--- src/design/sso_pkg.sv ---
// Shared constants, types and helper functions of the section overhead processor
package sso_pkg;

  ////////////////////////////////////////////////////////////////////////////
  // Frame geometry (per STS-1: 9 rows of 90 columns, 3 transport columns)
  localparam int ROWS = 9;
  localparam int COLS_STS = 90;
  localparam int TOH_COLS = 3;
  localparam int SOH_ROWS = 3;
  localparam int FRAME_BYTES = ROWS * COLS_STS;
  localparam int STS_MAX = 48;

  localparam logic [3:0] ROW_A = 4'h0;
  localparam logic [3:0] ROW_B1 = 4'h1;
  localparam logic [3:0] ROW_DCC = 4'h2;
  localparam logic [3:0] ROW_PTR = 4'(SOH_ROWS);
  localparam logic [3:0] ROW_LAST = 4'(ROWS - 1);
  localparam logic [6:0] GRP_A1 = 7'h00;
  localparam logic [6:0] GRP_A2 = 7'h01;
  localparam logic [6:0] GRP_TRC = 7'h02;
  localparam logic [6:0] GRP_B1 = 7'h00;
  localparam logic [6:0] GRP_E1 = 7'h01;
  localparam logic [6:0] GRP_F1 = 7'h02;
  localparam logic [6:0] GRP_D1 = 7'h00;
  localparam logic [6:0] GRP_D2 = 7'h01;
  localparam logic [6:0] GRP_D3 = 7'h02;
  localparam logic [6:0] GRP_H1 = 7'h00;
  localparam logic [6:0] GRP_H2 = 7'h01;
  localparam logic [6:0] GRP_SPE = 7'(TOH_COLS);
  localparam logic [6:0] GRP_LAST = 7'(COLS_STS - 1);

  ////////////////////////////////////////////////////////////////////////////
  // Byte values
  localparam logic [7:0] A1_VAL = 8'hF6;
  localparam logic [7:0] A2_VAL = 8'h28;
  localparam logic [7:0] H1_CONC = 8'h93;
  localparam logic [7:0] H2_CONC = 8'hFF;
  localparam logic [7:0] J0_DEFAULT = 8'h01;
  localparam logic [7:0] STS_FIRST_ID = 8'h01;
  localparam logic [6:0] LFSR_SEED = 7'h7F;

  ////////////////////////////////////////////////////////////////////////////
  // Types
  typedef enum logic [0:0] {SSO_HUNT, SSO_SYNC} sso_frm_t;

  typedef struct packed {
    logic [3:0] row;
    logic [6:0] grp;
    logic [5:0] sts;
  } sso_pos_t;

  localparam sso_pos_t POS_A2_FIRST = '{row: ROW_A, grp: GRP_A2, sts: 6'h00};

  typedef struct packed {
    logic [7:0] e1;
    logic [7:0] f1;
    logic [7:0] d1;
    logic [7:0] d2;
    logic [7:0] d3;
  } sso_soh_t;

  typedef struct packed {
    logic e1;
    logic f1;
    logic d1;
    logic d2;
    logic d3;
  } sso_soh_en_t;

  typedef struct packed {
    logic [7:0] data;
    logic unscr;
    logic scr_init;
    logic sof;
    logic b1pos;
  } sso_ent_t;

  ////////////////////////////////////////////////////////////////////////////
  // Frame synchronous scrambler x^7+x^6+1, one byte per call: {next state, key}
  function automatic logic [14:0] sso_scr(input logic [6:0] st);
    logic [6:0] s;
    logic [7:0] k;
    s = st;
    k = 8'h00;
    for (int i = 7; i >= 0; i--) begin
      k[i] = s[6];
      s = {s[5:0], s[6] ^ s[5]};
    end
    return {s, k};
  endfunction : sso_scr

  function automatic logic [3:0] sso_pop8(input logic [7:0] v);
    logic [3:0] c;
    c = 4'h0;
    for (int i = 0; i < 8; i++) begin
      c = c + 4'(v[i]);
    end
    return c;
  endfunction : sso_pop8

  // Byte-interleaved walk: STS index fastest, then column group, then row
  function automatic sso_pos_t sso_pos_inc(input sso_pos_t p, input logic [5:0] sts_last);
    sso_pos_t q;
    q = p;
    if (p.sts != sts_last) begin
      q.sts = p.sts + 6'h01;
    end else begin
      q.sts = 6'h00;
      if (p.grp != GRP_LAST) begin
        q.grp = p.grp + 7'h01;
      end else begin
        q.grp = 7'h00;
        q.row = (p.row == ROW_LAST) ? 4'h0 : p.row + 4'h1;
      end
    end
    return q;
  endfunction : sso_pos_inc

endpackage : sso_pkg

--- src/design/sso_top.sv ---
// Section overhead processor: framer, descrambler, B1 check, SOH rewrite, rescrambler
//
// Behaviour
// - STS-1 frame is 9x90 bytes, TOH first.
// - TOH 27 bytes: three SOH rows, six LOH.
// - STS-N TOH is 3N interleaved columns.
// - Channelized: pointer per payload; concatenated: first only.
// - Concatenation indicators H1=93, H2=FF, positions 2..N.
// - Every STS-1 carries A1=F6 then A2=28.
// - C1 numbering sent and accepted, first is 01.
// - J0 only in STS-1 one, any value.
// - Trace unsupported or unset sends J0 01.
// - Z0 in STS-1s 2..N, loadable with numbering.
// - B1 even BIP-8 over previous scrambled frame.
// - B1 inserted before scrambling, STS-1 one only.
// - E1 orderwire only in STS-1 one.
// - F1 only STS-1 one, readable, writable, passed.
// - D1-D3 in STS-1 one form one channel.
// - Path overhead is first SPE column, passed.
// - Path overhead monitored, never altered here; this design passes it without monitoring it.
// - Regenerator touches section overhead only, passes rest; when concatenated this design also rewrites H1/H2 in STS-1s 2..N.
`timescale 1ns/10ps

module sso_top import sso_pkg::*; #(
  parameter int N_STS = 1,
  parameter int BUF_DEPTH = 2
) (
  input wire logic i_ref_clk,
  input wire logic i_rst_n,
  input wire logic [7:0] i_rx_data,
  input wire logic i_rx_valid,
  output logic o_rx_ready,
  output logic [7:0] o_tx_data,
  output logic o_tx_valid,
  output logic o_tx_sof,
  input wire logic i_tx_ready,
  input wire logic i_concat,
  input wire logic i_trace_en,
  input wire logic [7:0] i_trace_val,
  input wire logic [7:0] i_trace_expect,
  input wire logic i_z0_number,
  input wire logic i_c1_check,
  input wire sso_soh_t i_add,
  input wire sso_soh_en_t i_add_en,
  output sso_soh_t o_drop,
  output logic o_drop_valid,
  output logic o_in_frame,
  output logic [3:0] o_b1_err_cnt,
  output logic o_b1_chk,
  output logic o_trace_mism,
  output logic o_id_err,
  output logic o_conc_err
);

  localparam int PW = (BUF_DEPTH > 1) ? $clog2(BUF_DEPTH) : 1;
  localparam int CW = $clog2(BUF_DEPTH + 1);
  localparam logic [5:0] STS_LAST = 6'(N_STS - 1);
  localparam logic [PW-1:0] PTR_LAST = PW'(BUF_DEPTH - 1);

  typedef struct packed {
    sso_frm_t frm;
    sso_pos_t rpos;
    logic [7:0] rprev;
    logic [6:0] rlfsr;
    logic [7:0] rb1_acc;
    logic [7:0] rb1_hold;
    logic rsof_seen;
    logic rb1_ok;
    sso_ent_t [BUF_DEPTH-1:0] fifo_q;
    logic [PW-1:0] wp;
    logic [PW-1:0] rp;
    logic [CW-1:0] cnt;
    logic [6:0] tlfsr;
    logic [7:0] tb1_acc;
    logic [7:0] tb1_hold;
    logic rx_ready;
    logic tx_valid;
    logic [7:0] tx_data;
    logic tx_sof;
    sso_soh_t drop;
    logic drop_valid;
    logic in_frame;
    logic [3:0] b1_cnt;
    logic b1_chk;
    logic trace_mism;
    logic id_err;
    logic conc_err;
  } sso_state_t;

  sso_state_t s_reg;
  sso_state_t s_next;

  logic acc;
  logic pop;
  logic in_sync;
  logic first;
  logic row0_toh;
  logic scr_init;
  logic [6:0] rseed;
  logic [14:0] rkey;
  logic [7:0] desc;
  logic [7:0] sts_id;
  sso_pos_t p;
  sso_ent_t ent;
  sso_ent_t e;
  logic [6:0] tseed;
  logic [14:0] tkey;
  logic [7:0] tb;
  logic [7:0] tout;

  ////////////////////////////////////////////////////////////////////////////
  // Next state
  always_comb begin
    s_next = s_reg;
    acc = i_rx_valid && s_reg.rx_ready;
    p = s_reg.rpos;
    in_sync = (s_reg.frm == SSO_SYNC);
    first = (p.sts == 6'h00);
    // First TOH row stays unscrambled so the framer can find A1/A2
    row0_toh = in_sync && p.row == ROW_A && p.grp < GRP_SPE;
    scr_init = in_sync && p.row == ROW_A && p.grp == GRP_SPE && first;
    rseed = scr_init ? LFSR_SEED : s_reg.rlfsr;
    rkey = sso_scr(rseed);
    desc = (row0_toh || !in_sync) ? i_rx_data : i_rx_data ^ rkey[7:0];
    sts_id = 8'(p.sts) + STS_FIRST_ID;
    ent.data = desc;
    ent.unscr = row0_toh || !in_sync;
    ent.scr_init = scr_init;
    ent.sof = in_sync && p == '0;
    ent.b1pos = in_sync && first && p.row == ROW_B1 && p.grp == GRP_B1;
    s_next.b1_chk = 1'b0;
    s_next.id_err = 1'b0;
    s_next.conc_err = 1'b0;
    s_next.drop_valid = 1'b0;

    if (acc) begin
      s_next.rprev = i_rx_data;
      if (!in_sync) begin
        if (s_reg.rprev == A1_VAL && i_rx_data == A2_VAL) begin
          s_next.frm = SSO_SYNC;
          s_next.rpos = sso_pos_inc(POS_A2_FIRST, STS_LAST);
          s_next.rsof_seen = 1'b0;
          s_next.rb1_ok = 1'b0;
        end
      end else begin
        s_next.rpos = sso_pos_inc(p, STS_LAST);
        // A wrong last A1 or first A2 drops sync; no flywheel is kept
        if (p.row == ROW_A && ((p.grp == GRP_A1 && p.sts == STS_LAST && i_rx_data != A1_VAL) ||
            (p.grp == GRP_A2 && first && i_rx_data != A2_VAL))) begin
          s_next.frm = SSO_HUNT;
        end
        if (!row0_toh) begin
          s_next.rlfsr = rkey[14:8];
        end
        // Parity runs on the line bytes as received, i.e. scrambled
        if (ent.sof) begin
          s_next.rb1_hold = s_reg.rb1_acc;
          s_next.rb1_acc = i_rx_data;
          s_next.rb1_ok = s_reg.rsof_seen;
          s_next.rsof_seen = 1'b1;
        end else begin
          s_next.rb1_acc = s_reg.rb1_acc ^ i_rx_data;
        end
        if (ent.b1pos && s_reg.rb1_ok) begin
          s_next.b1_chk = 1'b1;
          s_next.b1_cnt = sso_pop8(desc ^ s_reg.rb1_hold);
        end
        // Section overhead rewrite, plus H1/H2 of STS-1s 2..N when concatenated; other line and path bytes pass untouched
        if (p.row == ROW_A && p.grp == GRP_A1) begin
          ent.data = A1_VAL;
        end else if (p.row == ROW_A && p.grp == GRP_A2) begin
          ent.data = A2_VAL;
        end else if (p.row == ROW_A && p.grp == GRP_TRC && first) begin
          s_next.trace_mism = (desc != i_trace_expect);
          ent.data = i_trace_en ? i_trace_val : J0_DEFAULT;
        end else if (p.row == ROW_A && p.grp == GRP_TRC) begin
          s_next.id_err = i_c1_check && (desc != sts_id);
          if (i_z0_number) begin
            ent.data = sts_id;
          end
        end else if (first && p.row == ROW_B1 && p.grp == GRP_E1) begin
          s_next.drop.e1 = desc;
          if (i_add_en.e1) begin
            ent.data = i_add.e1;
          end
        end else if (first && p.row == ROW_B1 && p.grp == GRP_F1) begin
          s_next.drop.f1 = desc;
          if (i_add_en.f1) begin
            ent.data = i_add.f1;
          end
        end else if (first && p.row == ROW_DCC && p.grp == GRP_D1) begin
          s_next.drop.d1 = desc;
          if (i_add_en.d1) begin
            ent.data = i_add.d1;
          end
        end else if (first && p.row == ROW_DCC && p.grp == GRP_D2) begin
          s_next.drop.d2 = desc;
          if (i_add_en.d2) begin
            ent.data = i_add.d2;
          end
        end else if (first && p.row == ROW_DCC && p.grp == GRP_D3) begin
          s_next.drop.d3 = desc;
          s_next.drop_valid = 1'b1;
          if (i_add_en.d3) begin
            ent.data = i_add.d3;
          end
        end else if (!first && i_concat && p.row == ROW_PTR &&
                     (p.grp == GRP_H1 || p.grp == GRP_H2)) begin
          // Only STS-1 one keeps a live pointer in concatenated mode
          s_next.conc_err = (p.grp == GRP_H1) ? desc != H1_CONC : desc != H2_CONC;
          ent.data = (p.grp == GRP_H1) ? H1_CONC : H2_CONC;
        end
      end
      s_next.fifo_q[s_reg.wp] = ent;
      s_next.wp = (s_reg.wp == PTR_LAST) ? '0 : s_reg.wp + PW'(1);
    end

    //////////////////////////////////////////////////////////////////////////
    // Transmit side: B1 slotted in, then rescrambled
    pop = (s_reg.cnt != '0) && (!s_reg.tx_valid || i_tx_ready);
    e = s_reg.fifo_q[s_reg.rp];
    tseed = e.scr_init ? LFSR_SEED : s_reg.tlfsr;
    tkey = sso_scr(tseed);
    tb = e.b1pos ? s_reg.tb1_hold : e.data;
    tout = e.unscr ? tb : tb ^ tkey[7:0];
    if (pop) begin
      s_next.tx_valid = 1'b1;
      s_next.tx_data = tout;
      s_next.tx_sof = e.sof;
      s_next.rp = (s_reg.rp == PTR_LAST) ? '0 : s_reg.rp + PW'(1);
      if (!e.unscr) begin
        s_next.tlfsr = tkey[14:8];
      end
      if (e.sof) begin
        s_next.tb1_hold = s_reg.tb1_acc;
        s_next.tb1_acc = tout;
      end else begin
        s_next.tb1_acc = s_reg.tb1_acc ^ tout;
      end
    end else if (i_tx_ready) begin
      s_next.tx_valid = 1'b0;
    end
    s_next.cnt = CW'(s_reg.cnt + CW'(acc) - CW'(pop));
    s_next.rx_ready = (s_next.cnt < CW'(BUF_DEPTH));
    s_next.in_frame = (s_next.frm == SSO_SYNC);
  end

  always_ff @(posedge i_ref_clk or negedge i_rst_n) begin
    if (!i_rst_n) begin
      s_reg <= '0;
    end else begin
      s_reg <= s_next;
    end
  end

  assign o_rx_ready = s_reg.rx_ready;
  assign o_tx_data = s_reg.tx_data;
  assign o_tx_valid = s_reg.tx_valid;
  assign o_tx_sof = s_reg.tx_sof;
  assign o_drop = s_reg.drop;
  assign o_drop_valid = s_reg.drop_valid;
  assign o_in_frame = s_reg.in_frame;
  assign o_b1_err_cnt = s_reg.b1_cnt;
  assign o_b1_chk = s_reg.b1_chk;
  assign o_trace_mism = s_reg.trace_mism;
  assign o_id_err = s_reg.id_err;
  assign o_conc_err = s_reg.conc_err;
endmodule : sso_top

--- config.mk ---
export PLATFORM = sky130hd
export DESIGN_NAME = sso_top
export DESIGN_NICKNAME = d
export VERILOG_FILES = /design/src/design/sso_pkg.sv /design/src/design/sso_top.sv
export SDC_FILE = /design/constraint.sdc
export NUM_CORES = 1
export LEC_CHECK = 0
export BUFFER_PORTS_ARGS = -buffer_cell sky130_fd_sc_hd__buf_2
export CAP_MARGIN = 20
export CORE_MARGIN = 2
export CORE_UTILIZATION = 45
export DETAILED_ROUTE_END_ITERATION = 16
export PLACE_DENSITY = 0.7
export SYNTH_ARGS = -nofsm -noshare
export SYNTH_HDL_FRONTEND = slang
export SYNTH_SLANG_ARGS = --single-unit
--- constraint.sdc ---
create_clock -name i_ref_clk -period 4.3 [get_ports i_ref_clk]
set_input_delay 0.43 -clock i_ref_clk [delete_from_list [all_inputs] [get_ports i_ref_clk]]
set_output_delay 0.43 -clock i_ref_clk [all_outputs]
set_load 0.005 [all_outputs]
Word level (Yosys, flattened, before mapping). Index checks and enable logic that the tools add are counted.

Bits in registers: 162. Bits in latches: 0. Bits in writable memories: 0. ROM bits: 0. Input port bits: 77. Logic and storage cells: 249. Memories: 0.

$add $sub $neg: 15. Multiply operators: 0. Div/mod/pow operators: 0. Order comparisons: 5. Eq/ne operators: 19. Shift operators: 0. Muxes and demuxes: 74. Bitwise logic cells: 31. Reductions and logical operators: 64.

Operators by type and width (number): $mux 8 (24); $xor 8x8->8 (5); $mux 12 (3); $mux 18 (2); $logic_and 1x1->1 (33); $mux 7 (4); $mux 1 (27); $bwmux 24 (1); $ne 8x8->1 const B (3); $logic_not 17->1 (1); $add 4x1->4 (4); $mux 4 (4); $xor 1x1->1 (16); $reduce_and 3->1 (5); $eq 7x2->1 const B (2); $demux 12 s1 (1); $mux 11 (1); $reduce_and 11->1 (1); $not 1->1 (10); $reduce_and 10->1 (1); $reduce_and 9->1 (1); $eq 4x2->1 const B (2); $eq 8x6->1 const B (1); $eq 8x8->1 const B (1); other kinds (38) (55).

Longest topological paths before layout. Gate-level depths: netlist of the first run.

Depth in word-level cells: 22. Depth in mapped cells: 18.

Worst setup path after synthesis of the first run. No wires, ideal clock.

Path kind: register to register. Start point: register s_reg, in the netlist p[13]. End point: register s_reg, in the netlist o_b1_err_cnt[2]. Setup time: 0.121 ns. Data arrival time: 4.523 ns. Required time: 4.179 ns. Slack: -0.344 ns. Cell stages (with the launch flop): 19. Path buffers: 3. Clock period less this slack: 4.644 ns. Cells stage by stage: dfrtp_1 -> inv_1 -> ha_1 -> nor3b_1 -> and3_1 -> clkbuf_1 -> and2_4 -> buf_6 -> o221a_2 -> buf_4 -> xor2_1 -> fa_1 -> fa_1 -> fa_1 -> inv_1 -> ha_1 -> fa_1 -> xnor2_1 -> o21ai_1.

Longest elaborated chain between the ends: 16. Elaborated cells on any way between the ends: 23. Classes of those cells: add/sub: 7; eq/ne: 1; mux: 2; bitwise: 3; reduce/logical: 10.

Ends and longest elaborated chain: from (decl) (RTL line sso_top.sv:90) `sso_state_t s_reg;`; from (signal assigned) (RTL line sso_top.sv:252) `s_reg <= s_next;`; $logic_not 4->1 (RTL line sso_top.sv:120, sso_top.sv:121); $logic_and 1x1->1 (RTL line sso_top.sv:120, sso_top.sv:121); $logic_and 1x1->1 (2 in a row) (RTL line sso_top.sv:121) `scr_init = in_sync && p.row == ROW_A && p.grp == GRP_SPE && first;`; $mux 7 (RTL line sso_top.sv:122) `rseed = scr_init ? LFSR_SEED : s_reg.rlfsr;`; $xor 1x1->1 (RTL line sso_pkg.sv:87) `s = {s[5:0], s[6] ^ s[5]};`; $xor 8x8->8 (RTL line sso_top.sv:124) `desc = (row0_toh || !in_sync) ? i_rx_data : i_rx_data ^ rkey[7:0];`; $mux 8 (RTL line sso_top.sv:124); $xor 8x8->8 (RTL line sso_top.sv:166) `s_next.b1_cnt = sso_pop8(desc ^ s_reg.rb1_hold);`; $add 1x1->2 (RTL line sso_pkg.sv:96) `c = c + 4'(v[i]);`; $add 2x1->3 (RTL line sso_pkg.sv:96); $add 3x1->4 (RTL line sso_pkg.sv:96); $add 4x1->4 (4 in a row) (RTL line sso_pkg.sv:96).

Several ways; a longest one is shown, not always the timed one. A chain may end at the register's enable or synchronous reset.

Final worst setup path of the first run.
Start point: register s_reg, in the netlist p[0]. End point: register s_reg, in the netlist o_b1_err_cnt[1].

Longest elaborated chain between the ends: 14. Elaborated cells on any way between the ends: 19. Classes of those cells: add/sub: 7; mux: 2; bitwise: 3; reduce/logical: 7.

Ends and longest elaborated chain: $logic_not 6->1 (*) (RTL line sso_top.sv:118) `first = (p.sts == 6'h00);`; $logic_and 1x1->1 (RTL line sso_top.sv:121); $mux 7 (RTL line sso_top.sv:122); $xor 1x1->1 (RTL line sso_pkg.sv:87); $xor 8x8->8 (RTL line sso_top.sv:124); $mux 8 (RTL line sso_top.sv:124); $xor 8x8->8 (RTL line sso_top.sv:166); $add 1x1->2 (RTL line sso_pkg.sv:96); $add 2x1->3 (RTL line sso_pkg.sv:96); $add 3x1->4 (RTL line sso_pkg.sv:96); $add 4x1->4 (4 in a row) (RTL line sso_pkg.sv:96).

Mark *: on every way between the ends. The rest lies on a longest branch, timed or not.

==> impl_metrics.json, run 1 <==
{
  "avgSynthCellArea_um2": 8.71,
  "synth-seq-cells": 162,
  "routabilityCongestion": 0.985,
  "ys_async_sr_fraction": 1.00,
  "drc": 0,
  "diodes": 0,
  "hold_buffers": 0,
  "met2WireLength_um": 13300,
  "yosysTopAreaCellShare": 0.409,
  "route.layer.met1.wl_um": 13600,
  "layoutNonFillerInstCount": 1516,
  "max_cap_viol_count": 0,
  "postSynthNetCount": 1233,
  "met3_length_um": 2090,
  "synth_edf_count": 0,
  "p_leak_nw": 5.34,
  "final_nets": 1319,
  "grt_util_all_layers": 0.257,
  "drtPass1Iterations": 6,
  "fin_ws_ns": 0.0879,
  "grt.overflow.total": 0,
  "yosys.area_share.simple": 0.211,
  "synth_fa_ha_area_frac": 0.0270,
  "max_clock_freq_ghz": 0.237,
  "vias_per_cell": 5.80,
  "io_pins": 138,
  "multi_input_area_um2": 5130,
  "ff2ff_path_depth": 16,
  "finClkSkew_ns": 0.0157,
  "cts_tree": "built",
  "die_w_um": 152,
  "power.total_mw": 4.42,
  "rows": 54,
  "fin_area_um2": 11300,
  "drt_wl_total_um": 29800,
  "outcome": "complete, but fails checks",
  "synth_top_family_by_area": "simple AND/OR/NAND/NOR gates",
  "area_growth_pct": 14.5,
  "fin_util": 0.523,
  "yosysWarnings": 0,
  "coreArea_um2": 21700,
  "violations": "negative hold slack",
  "grt_pass1_wl_um": 47000,
  "grt_max_degree": 78,
  "fin_tns_setup_ns": 0,
  "port-buffer-count": 137,
  "synth.area.top_cells": "dfrtp_1 41%, nand2_1 7.8%, o21ai_0 4.6%, buf_4 4.2%, xnor2_1 3.2%",
  "synth_seq_area_share": 0.409,
  "cts_buffers": 17,
  "fin_crit_sh": 0.980,
  "cts_max_path_buffers": 2,
  "holdWs_ns": -0.0233,
  "crit_type": "reg -> reg",
  "fp.dieArea_um2": 23200,
  "endpoint_kind": "flip-flop",
  "htreeDepth": 4,
  "period_needed_ns": 4.21,
  "timing.slew.headroom": 0.456,
  "slew_viol_final": 0,
  "dpl.hpwl_um": 22100,
  "top_layer": "met4",
  "drt-initial-drc-count": 927,
  "setup_viol": 0,
  "root_buffer": "clkbuf_16",
  "yosysTopAreaCell": "dfrtp_1",
  "yosysUniqueCellTypes": 83,
  "grt_pass1_vias": 8415,
  "cp-start-kind": "flip-flop",
  "drive_above_1_share": 0.229,
  "drtAntennaViolNets": 0,
  "clk_pin_slew_ns": 0.08,
  "antenna_found_initial": 0,
  "hp-class": "in -> async",
  "synth.area.mux_share": 0.0235,
  "hold_violations": 4,
  "dp_slack_ns": -0.0497,
  "powerDensity_nw_per_um2": 390,
  "synth_compound_area_frac": 0.188,
  "regArea_um2": 4060,
  "start_util": 0.457,
  "placedCellCount": 1475,
  "syn_inst": 1137,
  "dpl_cell_area_um2": 10600,
  "worstMarginPinSlew_ns": 0.808,
  "die_h_um": 152,
  "ir_drop_uv": 269,
  "cp.arrival_ns": 4.59,
  "fillers": 2026,
  "netlist_area_um2": 9910,
  "synthXorXnorAreaFrac": 0.0600,
  "clock_sinks": 162,
  "clk-insertion-delay-late_ns": 0.44,
  "wl_per_cell_um": 19.6,
  "yosys_most_used_dff": "dfrtp_1",
  "rsz0062_at_grt": "true",
  "via_count": 8788,
  "required_ns": 4.67,
  "critPathMaxFanout": 2,
  "largest_register_ffs": 84
}
[synth_stat cells (all sizes together), types with 4 or more instances]
cell / instances
a21oi: 48
buf: 80
nor3b: 4
or2: 9
nand4: 11
xnor2: 36
a31oi: 12
xor2: 31
nor2b: 13
a311oi: 13
nor3: 17
inv: 24
and3: 11
or4: 6
nor4: 12
fa: 4
clkbuf: 42
a211oi: 13
a21boi: 6
o31ai: 15
and2: 6
nand3: 26
ha: 15
a21o: 11
a22o: 11
dfrtp: 162
mux2i: 12
nor2: 75
mux2: 10
o211ai: 6
o22ai: 14
o221a: 4
o21ai: 112
or3: 8
nand2b: 14
nand2: 206
[area by class of cell]
type                       instances  share of cell area
inverter                          24             0.00794
multi-input combinational        829               0.453
sequential                       162               0.358
clock inverter                    15              0.0180
timing repair buffer             189              0.0954
clock buffer                      17              0.0375
tap                              280              0.0309
[where the power goes]
| group | total (mW) | leakage, nW | internal [mW] | switching, mW |
|---|---|---|---|---|
| Clock | 1.58 | 0.302 | 0.801 | 0.783 |
| Combinational | 0.939 | 2.89 | 0.414 | 0.525 |
| Sequential | 1.90 | 2.15 | 1.74 | 0.153 |
[routing by layer]
metal | vias up | global-route usage
li1 | 4092 | -
met2 | 377 | 0.383
met5 | - | 0
met1 | 4263 | 0.374
met3 | 56 | 0.0560
met4 | 0 | 0.0819
[path summary, 6_finish.rpt]
check | start | end | slack (ns)
worst max-delay path | p[0] | o_b1_err_cnt[1] | 0.09
worst min-delay path | i_rst_n | p[14] | -0.02
worst max register to register | p[0] | o_b1_err_cnt[1] | 0.09
worst min register to register | o_b1_err_cnt[0] | o_b1_err_cnt[0] | 0.47
max in group asynchronous | i_rst_n | o_drop[6] | 3.22
min in group i_ref_clk | i_tx_ready | o_tx_valid | 0.27
[worst max-delay path, cell delays in order (launching register included)]
cell      delay (ns)
dfrtp_1         0.39
inv_2           0.08
ha_4            0.15
or4b_4          0.49
nor2_4          0.15
a311oi_2        0.11
xnor2_1         0.15
buf_4           0.15
xor2_2          0.14
fa_1            0.52
fa_1            0.46
fa_1            0.50
inv_1           0.04
ha_2            0.19
fa_2            0.52
nand2_1         0.04
nand2_1         0.08
[cell usage in the layout (no fill, tap or decap), types with 4 or more instances in the layout]
| cell | netlist | final |
|---|---|---|
| a31oi_1 | 12 | 12 |
| clkbuf_16 | 0 | 17 |
| nand2_1 | 206 | 206 |
| clkinv_8 | 0 | 7 |
| xor2_1 | 30 | 28 |
| or3_1 | 8 | 8 |
| o21ai_0 | 92 | 91 |
| and3_1 | 11 | 10 |
| a21boi_0 | 4 | 4 |
| o31ai_1 | 15 | 15 |
| o211ai_1 | 6 | 6 |
| buf_4 | 56 | 52 |
| nor4_1 | 7 | 7 |
| nor3_1 | 17 | 16 |
| o21ai_1 | 19 | 20 |
| o22ai_1 | 14 | 14 |
| nand3_1 | 24 | 24 |
| mux2_2 | 10 | 10 |
| and2_1 | 4 | 4 |
| a211oi_1 | 11 | 11 |
| nand4_1 | 8 | 8 |
| a311oi_1 | 13 | 12 |
| nor2_1 | 71 | 71 |
| a21oi_1 | 48 | 47 |
| xnor2_1 | 36 | 36 |
| or2_2 | 8 | 8 |
| a21o_1 | 11 | 11 |
| inv_2 | 0 | 4 |
| buf_2 | 17 | 136 |
| nand2b_1 | 14 | 14 |
| or4_1 | 4 | 4 |
| inv_1 | 24 | 20 |
| dfrtp_1 | 162 | 161 |
| ha_1 | 15 | 12 |
| a22o_1 | 11 | 11 |
| mux2i_1 | 12 | 12 |
| nor2b_1 | 13 | 13 |
[cells by family after synthesis]
group,after synthesis
multiplexers,22
buffers and inverters,146
flip-flops,162
AND/OR/NAND/NOR,430
adder cells (fa/ha/maj),19
AO/OA/AOI/OAI,291
XOR/XNOR,67
[timing repair]
action	in CTS	in global routing
setup endpoints to repair	2	2
buffers inserted	2	7
resized for setup	0	7
pin swaps	2	9
Note: power is estimated with default switching activity, not from simulation.
==> run 2, diff against run 1 <==
--- a/config.mk
+++ b/config.mk
@@ -5,6 +5,7 @@
 export SDC_FILE = /design/constraint.sdc
 export NUM_CORES = 1
 export LEC_CHECK = 0
+export ABC_AREA = 1
 export BUFFER_PORTS_ARGS = -buffer_cell sky130_fd_sc_hd__buf_2
 export CAP_MARGIN = 20
 export CORE_MARGIN = 2
==> constraint.sdc (replaced) <==
create_clock -name i_ref_clk -period 3.85 [get_ports i_ref_clk]
set_input_delay 0.385 -clock i_ref_clk [delete_from_list [all_inputs] [get_ports i_ref_clk]]
set_output_delay 0.385 -clock i_ref_clk [all_outputs]
set_load 0.005 [all_outputs]
==> impl_metrics.json, run 2 <==
{
  "drtPass1Iterations": 5,
  "synth_seq_area_share": 0.415,
  "timing.slew.headroom": 0.468,
  "via_count": 8972,
  "avgSynthCellArea_um2": 7.65,
  "required_ns": 4.22,
  "wl_per_cell_um": 16.8,
  "grt_pass1_vias": 8244,
  "vias_per_cell": 5.31,
  "hold_violations": 10,
  "fin_area_um2": 11300,
  "cpMostUsedCell": "fa_1",
  "ir_drop_uv": 314,
  "path_buf_inv": 2,
  "rsz0062_at_grt": "true",
  "clk-insertion-delay-late_ns": 0.43,
  "synth-seq-cells": 162,
  "cts_tree": "built",
  "fillers": 2019,
  "slew_viol_final": 0,
  "critPathMaxFanout": 8,
  "netlist_top_cells_count": "359 x nand2_1, 162 x dfrtp_1, 125 x o21ai_0",
  "start_util": 0.462,
  "cp.arrival_ns": 4.29,
  "fin_tns_setup_ns": -0.111,
  "ff2ff_path_depth": 18,
  "netlist_area_um2": 9770,
  "intPower_mw": 4.26,
  "period_needed_ns": 3.92,
  "synth.area.top_cells": "dfrtp_1 41%, nand2_1 14%, o21ai_0 6.4%, inv_1 4.3%, buf_4 4.2%",
  "htreeDepth": 4,
  "postSynthNetCount": 1373,
  "cts_buffers": 17,
  "fin_util": 0.535,
  "fin_ws_ns": -0.0737,
  "worstMarginPinSlew_ns": 0.798,
  "drt_wl_total_um": 28500,
  "finClkSkew_ns": 0.0110,
  "combPwrFrac": 0.459,
  "drtAntennaViolNets": 0,
  "syn_inst": 1277,
  "port-buffer-count": 137,
  "mostFrequentLayoutCell": "nand2_1",
  "grt_max_degree": 84,
  "critical-path-top-delay-family": "adder cells",
  "r2r-start": "p[13]",
  "ys_async_sr_fraction": 1.00,
  "swShare": 0.426,
  "grt_util_all_layers": 0.256,
  "io_pins": 138,
  "powerDensity_nw_per_um2": 655,
  "die_w_um": 151,
  "clock_sinks": 162,
  "endpoint_kind": "flip-flop",
  "sequentialPowerShare": 0.322,
  "antenna_found_initial": 0,
  "largest_register_ffs": 84,
  "yosys_most_used_dff": "dfrtp_1",
  "clk_pin_slew_ns": 0.07,
  "max_cap_viol_count": 0,
  "p_sw_mw": 3.16,
  "rows": 53,
  "drive_above_1_share": 0.221,
  "p_leak_nw": 6.04,
  "cts_max_path_buffers": 2,
  "hp-class": "in -> async",
  "dpl.hpwl_um": 21200,
  "dpl_cell_area_um2": 10700,
  "violations": "negative hold slack, negative setup slack",
  "die_h_um": 151,
  "drc": 0,
  "max_clock_freq_ghz": 0.255,
  "r2r-end": "o_b1_err_cnt[1]",
  "mostFrequentLayoutCells": "357 x nand2_1, 162 x dfrtp_1, 136 x buf_2",
  "yosysTopAreaCell": "dfrtp_1",
  "grt_pass1_wl_um": 44900,
  "cp-start-kind": "flip-flop",
  "yosys.cell_count.top_type": "nand2_1",
  "synth_edf_count": 0,
  "r2r_slack_ns": -0.07,
  "dp_slack_ns": -0.0689,
  "final_nets": 1498,
  "holdWs_ns": -0.0279,
  "cp_slowest_cell": "fa_1",
  "fin_crit_sh": 1.02,
  "routabilityCongestion": 1.01,
  "drt-initial-drc-count": 763,
  "yosysTopAreaCellShare": 0.415,
  "crit_type": "reg -> reg",
  "setup_viol": 2,
  "yosysWarnings": 0,
  "coreArea_um2": 21200,
  "outcome": "complete, but fails checks",
  "fp.dieArea_um2": 22900,
  "area_growth_pct": 15.9,
  "grt.overflow.total": 0,
  "root_buffer": "clkbuf_16",
  "cpPeakStageDelay_ns": 0.58,
  "path_cells": "inv_2 > ha_4 > nand2_4 > nor2_8 > nand2_2 > nor2_4 > nor2_8 > nand3_1 > nand2_2 > xor2_2 > fa_1 > fa_1 > fa_1 > inv_1 > ha_2 > fa_2 > nand2_1 > nand2_1",
  "p_clk_frac": 0.219,
  "diodes": 0,
  "yosysUniqueCellTypes": 51
}
[run 2: cell count changes in the layout (fill, tap and decap cells not counted), moves of 13 or more]
cell,previous run,this run
nor2b_1,13,0
inv_2,4,17
o21ai_0,91,123
xnor2_1,36,15
nand2_2,0,19
nand2b_1,14,0
inv_1,20,108
nand2_1,206,357
nand3_1,24,58
[run 2: final cells by class]
cell class                      instances  area (um2)  share of cell area
Clock inverter                         14         126              0.0112
Tap cell                              275         344              0.0304
Multi-Input combinational cell        898        4740               0.419
Timing Repair Buffer                  197        1150               0.102
Clock buffer                           18         429              0.0379
Inverter                              126         473              0.0418
Sequential cell                       162        4050               0.358
[run 2: logic make-up (layout without fill, tap and decap cells)]
group | Yosys count | after routing | share of synthesized area
buffers and inverters | 217 | 355 | 0.110
DFF | 162 | 162 | 0.415
adders and majority gates | 19 | 19 | 0.0274
and+or+nand+nor | 587 | 587 | 0.269
muxes | 9 | 9 | 0.0102
AOI/OAI and AO/OA | 239 | 239 | 0.130
xor gates and xnor gates | 44 | 44 | 0.0394
[run 2: worst reg2reg max path, delay by kind of cell (launching register included)]
| family | cells | cell delay [ns] |
|---|---|---|
| adders and majority gates | 6 | 2.40 |
| buffers and inverters | 2 | 0.13 |
| and+or+nand+nor | 9 | 0.77 |
| xor gates and xnor gates | 1 | 0.16 |
| DFF | 1 | 0.39 |
[run 2: worst max-delay path by stage]
stage,start,endpoint,cells past startpoint
finish,p[13],o_b1_err_cnt[1],18
global route,p[13],o_b1_err_cnt[1],19
CTS,p[13],o_b1_err_cnt[1],19
detailed placement,p[13],o_b1_err_cnt[2],18
global placement,p[9],o_b1_err_cnt[1],18
floorplan,p[0],o_b1_err_cnt[1],21
[run 2: metal layers]
layer  routed length (um)  part of all wire  track usage  vias up
met5                    0                 0            0        -
met1                13000              0.46        0.383     4210
met2                12400              0.43        0.377      391
met4                  484             0.017       0.0701        0
li1                     -                 -            -     4334
met3                 2660             0.093       0.0524       37
[run 2: metrics by stage]
| step | power, mW | instances |
|---|---|---|
| after global placement | 5.66 | 1651 |
| after detailed placement | 5.74 | 1651 |
| after global routing | 7.99 | 1690 |
| after floorplan | 4.75 | 1277 |
| final | 7.41 | 1690 |
| after CTS | 7.39 | 1689 |
[run 2: repair_timing]
item                                    CTS  global route
hold endpoints to repair                  0             0
hold buffers                              0             0
resized for setup                         5             5
setup buffers                             6             1
endpoints found under the setup margin    2             3
pin swaps                                 5             1
[run 2: power by group through the flow]
stage	Combinational, mW	Clock [mW]	Sequential [mW]
finish	3.40	1.63	2.39
CTS	3.36	1.65	2.38
global route	3.82	1.73	2.44
floorplan	2.39	0	2.35
global placement	3.26	0	2.39
detailed placement	3.33	0	2.41
==> run 3, diff against run 2 <==
--- a/config.mk
+++ b/config.mk
@@ -8,7 +8,7 @@
 export ABC_AREA = 1
 export BUFFER_PORTS_ARGS = -buffer_cell sky130_fd_sc_hd__buf_2
 export CAP_MARGIN = 20
-export CORE_MARGIN = 2
+export CORE_MARGIN = 5
 export CORE_UTILIZATION = 45
 export DETAILED_ROUTE_END_ITERATION = 16
 export PLACE_DENSITY = 0.7
==> impl_metrics.json, run 3 (synthesis results as in run 2) <==
{
  "outcome": "complete, but fails checks",
  "violations": "negative setup slack",
  "cts_tree": "built",
  "wl_per_cell_um": 17.3,
  "met3_length_um": 2300,
  "drc": 0,
  "powerDensity_nw_per_um2": 672,
  "via_count": 9088,
  "vias_per_cell": 5.36,
  "hold_violations": 0,
  "grt_pass1_vias": 8625,
  "drt_wl_total_um": 29400,
  "fp.dieArea_um2": 24800,
  "port-buffer-count": 137,
  "hp-class": "in -> async",
  "largest_register_ffs": 84,
  "required_ns": 4.22,
  "coreArea_um2": 21600,
  "cts_buffers": 17,
  "slew_viol_final": 0,
  "power.total_mw": 7.64,
  "drtPass1Iterations": 7,
  "cp.arrival_ns": 4.28,
  "rsz0062_at_grt": "true",
  "fin_ws_ns": -0.0579,
  "drive_above_1_share": 0.221,
  "root_buffer": "clkbuf_16",
  "drtAntennaViolNets": 0,
  "crit_type": "reg -> reg",
  "clk-insertion-delay-late_ns": 0.44,
  "rows": 54,
  "htreeDepth": 4,
  "clk_pin_slew_ns": 0.07,
  "fin_crit_sh": 1.02,
  "finClkSkew_ns": 0.0124,
  "top_layer": "met4",
  "fin_tns_setup_ns": -0.0935,
  "antenna_found_initial": 2,
  "route.layer.met1.wl_um": 13100,
  "grt_max_degree": 96,
  "area_growth_pct": 16.4,
  "die_w_um": 157,
  "worstMarginPinSlew_ns": 0.923,
  "mostFrequentLayoutCell": "nand2_1",
  "die_h_um": 157,
  "period_needed_ns": 3.91,
  "max_clock_freq_ghz": 0.256,
  "grt.overflow.total": 0,
  "p_leak_nw": 6.05,
  "timing.slew.headroom": 0.385,
  "setup_viol": 2,
  "final_nets": 1496,
  "max_cap_viol_count": 0,
  "critPathMaxFanout": 9,
  "clock_sinks": 162,
  "cts_max_path_buffers": 2,
  "drt-initial-drc-count": 973,
  "cp-start-kind": "flip-flop",
  "ir_drop_uv": 364,
  "dpl.hpwl_um": 21700,
  "endpoint_kind": "flip-flop",
  "routabilityCongestion": 0.979,
  "grt_pass1_wl_um": 46200,
  "mostFrequentLayoutCells": "357 x nand2_1, 162 x dfrtp_1, 136 x buf_2",
  "io_pins": 138,
  "grt_util_all_layers": 0.238,
  "met2WireLength_um": 13100,
  "start_util": 0.452
}
[run 3: cell types whose count changed in the layout (fill, tap and decap cells not counted), sizes merged]
cell      before  now
clkinvlp       1    3
inv          130  133
clkinv         9    4
bufinv         0    1
clkbuf        18   17
buf          197  195
diode          0    2
[run 3: area by class of cell]
| cell class | instances | area [um2] |
|---|---|---|
| Antenna cell | 2 | 5.00 |
| Inverter | 126 | 473 |
| Tap cell | 280 | 350 |
| Multi-Input combinational cell | 898 | 4740 |
| Fill cell | 2074 | 10200 |
| Clock inverter | 15 | 186 |
| Clock buffer | 17 | 425 |
| Sequential cell | 162 | 4050 |
| Timing Repair Buffer | 195 | 1140 |
[run 3: final timing paths]
| kind | startpoint | to | slack [ns] | cells after the start |
|---|---|---|---|---|
| setup reg to reg | p[14] | o_b1_err_cnt[1] | -0.06 | 19 |
| max in group asynchronous | i_rst_n | s_reg[106] | 2.99 | 2 |
| hold reg to reg | o_tx_data[5] | o_tx_data[5] | 0.48 | 2 |
| setup / recovery | p[14] | o_b1_err_cnt[1] | -0.06 | 19 |
| hold / removal | i_rst_n | p[8] | 0.003 | 1 |
| min in group i_ref_clk | i_tx_ready | o_tx_valid | 0.20 | 4 |
[run 3: routing by layer]
metal	global-route usage	vias up
li1	-	4337
met1	0.344	4320
met2	0.363	382
met3	0.0355	49
met4	0.0889	0
met5	0	-
[run 3: per-stage QoR]
stage          utilization  setup WS (ns)  instances  area [um2]  hold WS (ns)
6_report             0.526        -0.0579       1695       11400       0.00306
5_1_grt              0.526         -0.182       1695       11400         0.102
4_1_cts              0.524        -0.0342       1689       11300        0.0760
3_5_place_dp         0.493        -0.0995       1653       10700         0.462
3_3_place_gp         0.493        0.00452       1653       10700         0.460
2_1_floorplan            -         -0.151       1277        9820        0.0894
[run 3: critical path, stage by stage (launching register included)]
cell	delay, ns
dfrtp_1	0.39
inv_2	0.08
ha_4	0.17
nand2_4	0.07
nor2_8	0.08
nand2_2	0.06
nor2_4	0.17
nor2_8	0.07
nand2_1	0.06
nand2_1	0.05
nand2_2	0.10
xor2_2	0.17
fa_1	0.46
fa_1	0.49
fa_1	0.51
inv_1	0.05
ha_2	0.19
fa_2	0.51
nand2_1	0.05
nand2_1	0.08
[run 3: where the power goes]
group | internal (mW) | switching, mW | total, mW
Combinational | 1.31 | 2.17 | 3.48
Sequential | 2.13 | 0.264 | 2.39
Clock | 0.937 | 0.829 | 1.77
[run 3: timing repair]
item,CTS,global route
endpoints found under the hold margin,0,0
gates cloned,0,0
setup buffers,4,4
resized for setup,7,3
hold buffers,0,0
endpoints found under the setup margin,2,2
pin swaps,3,5
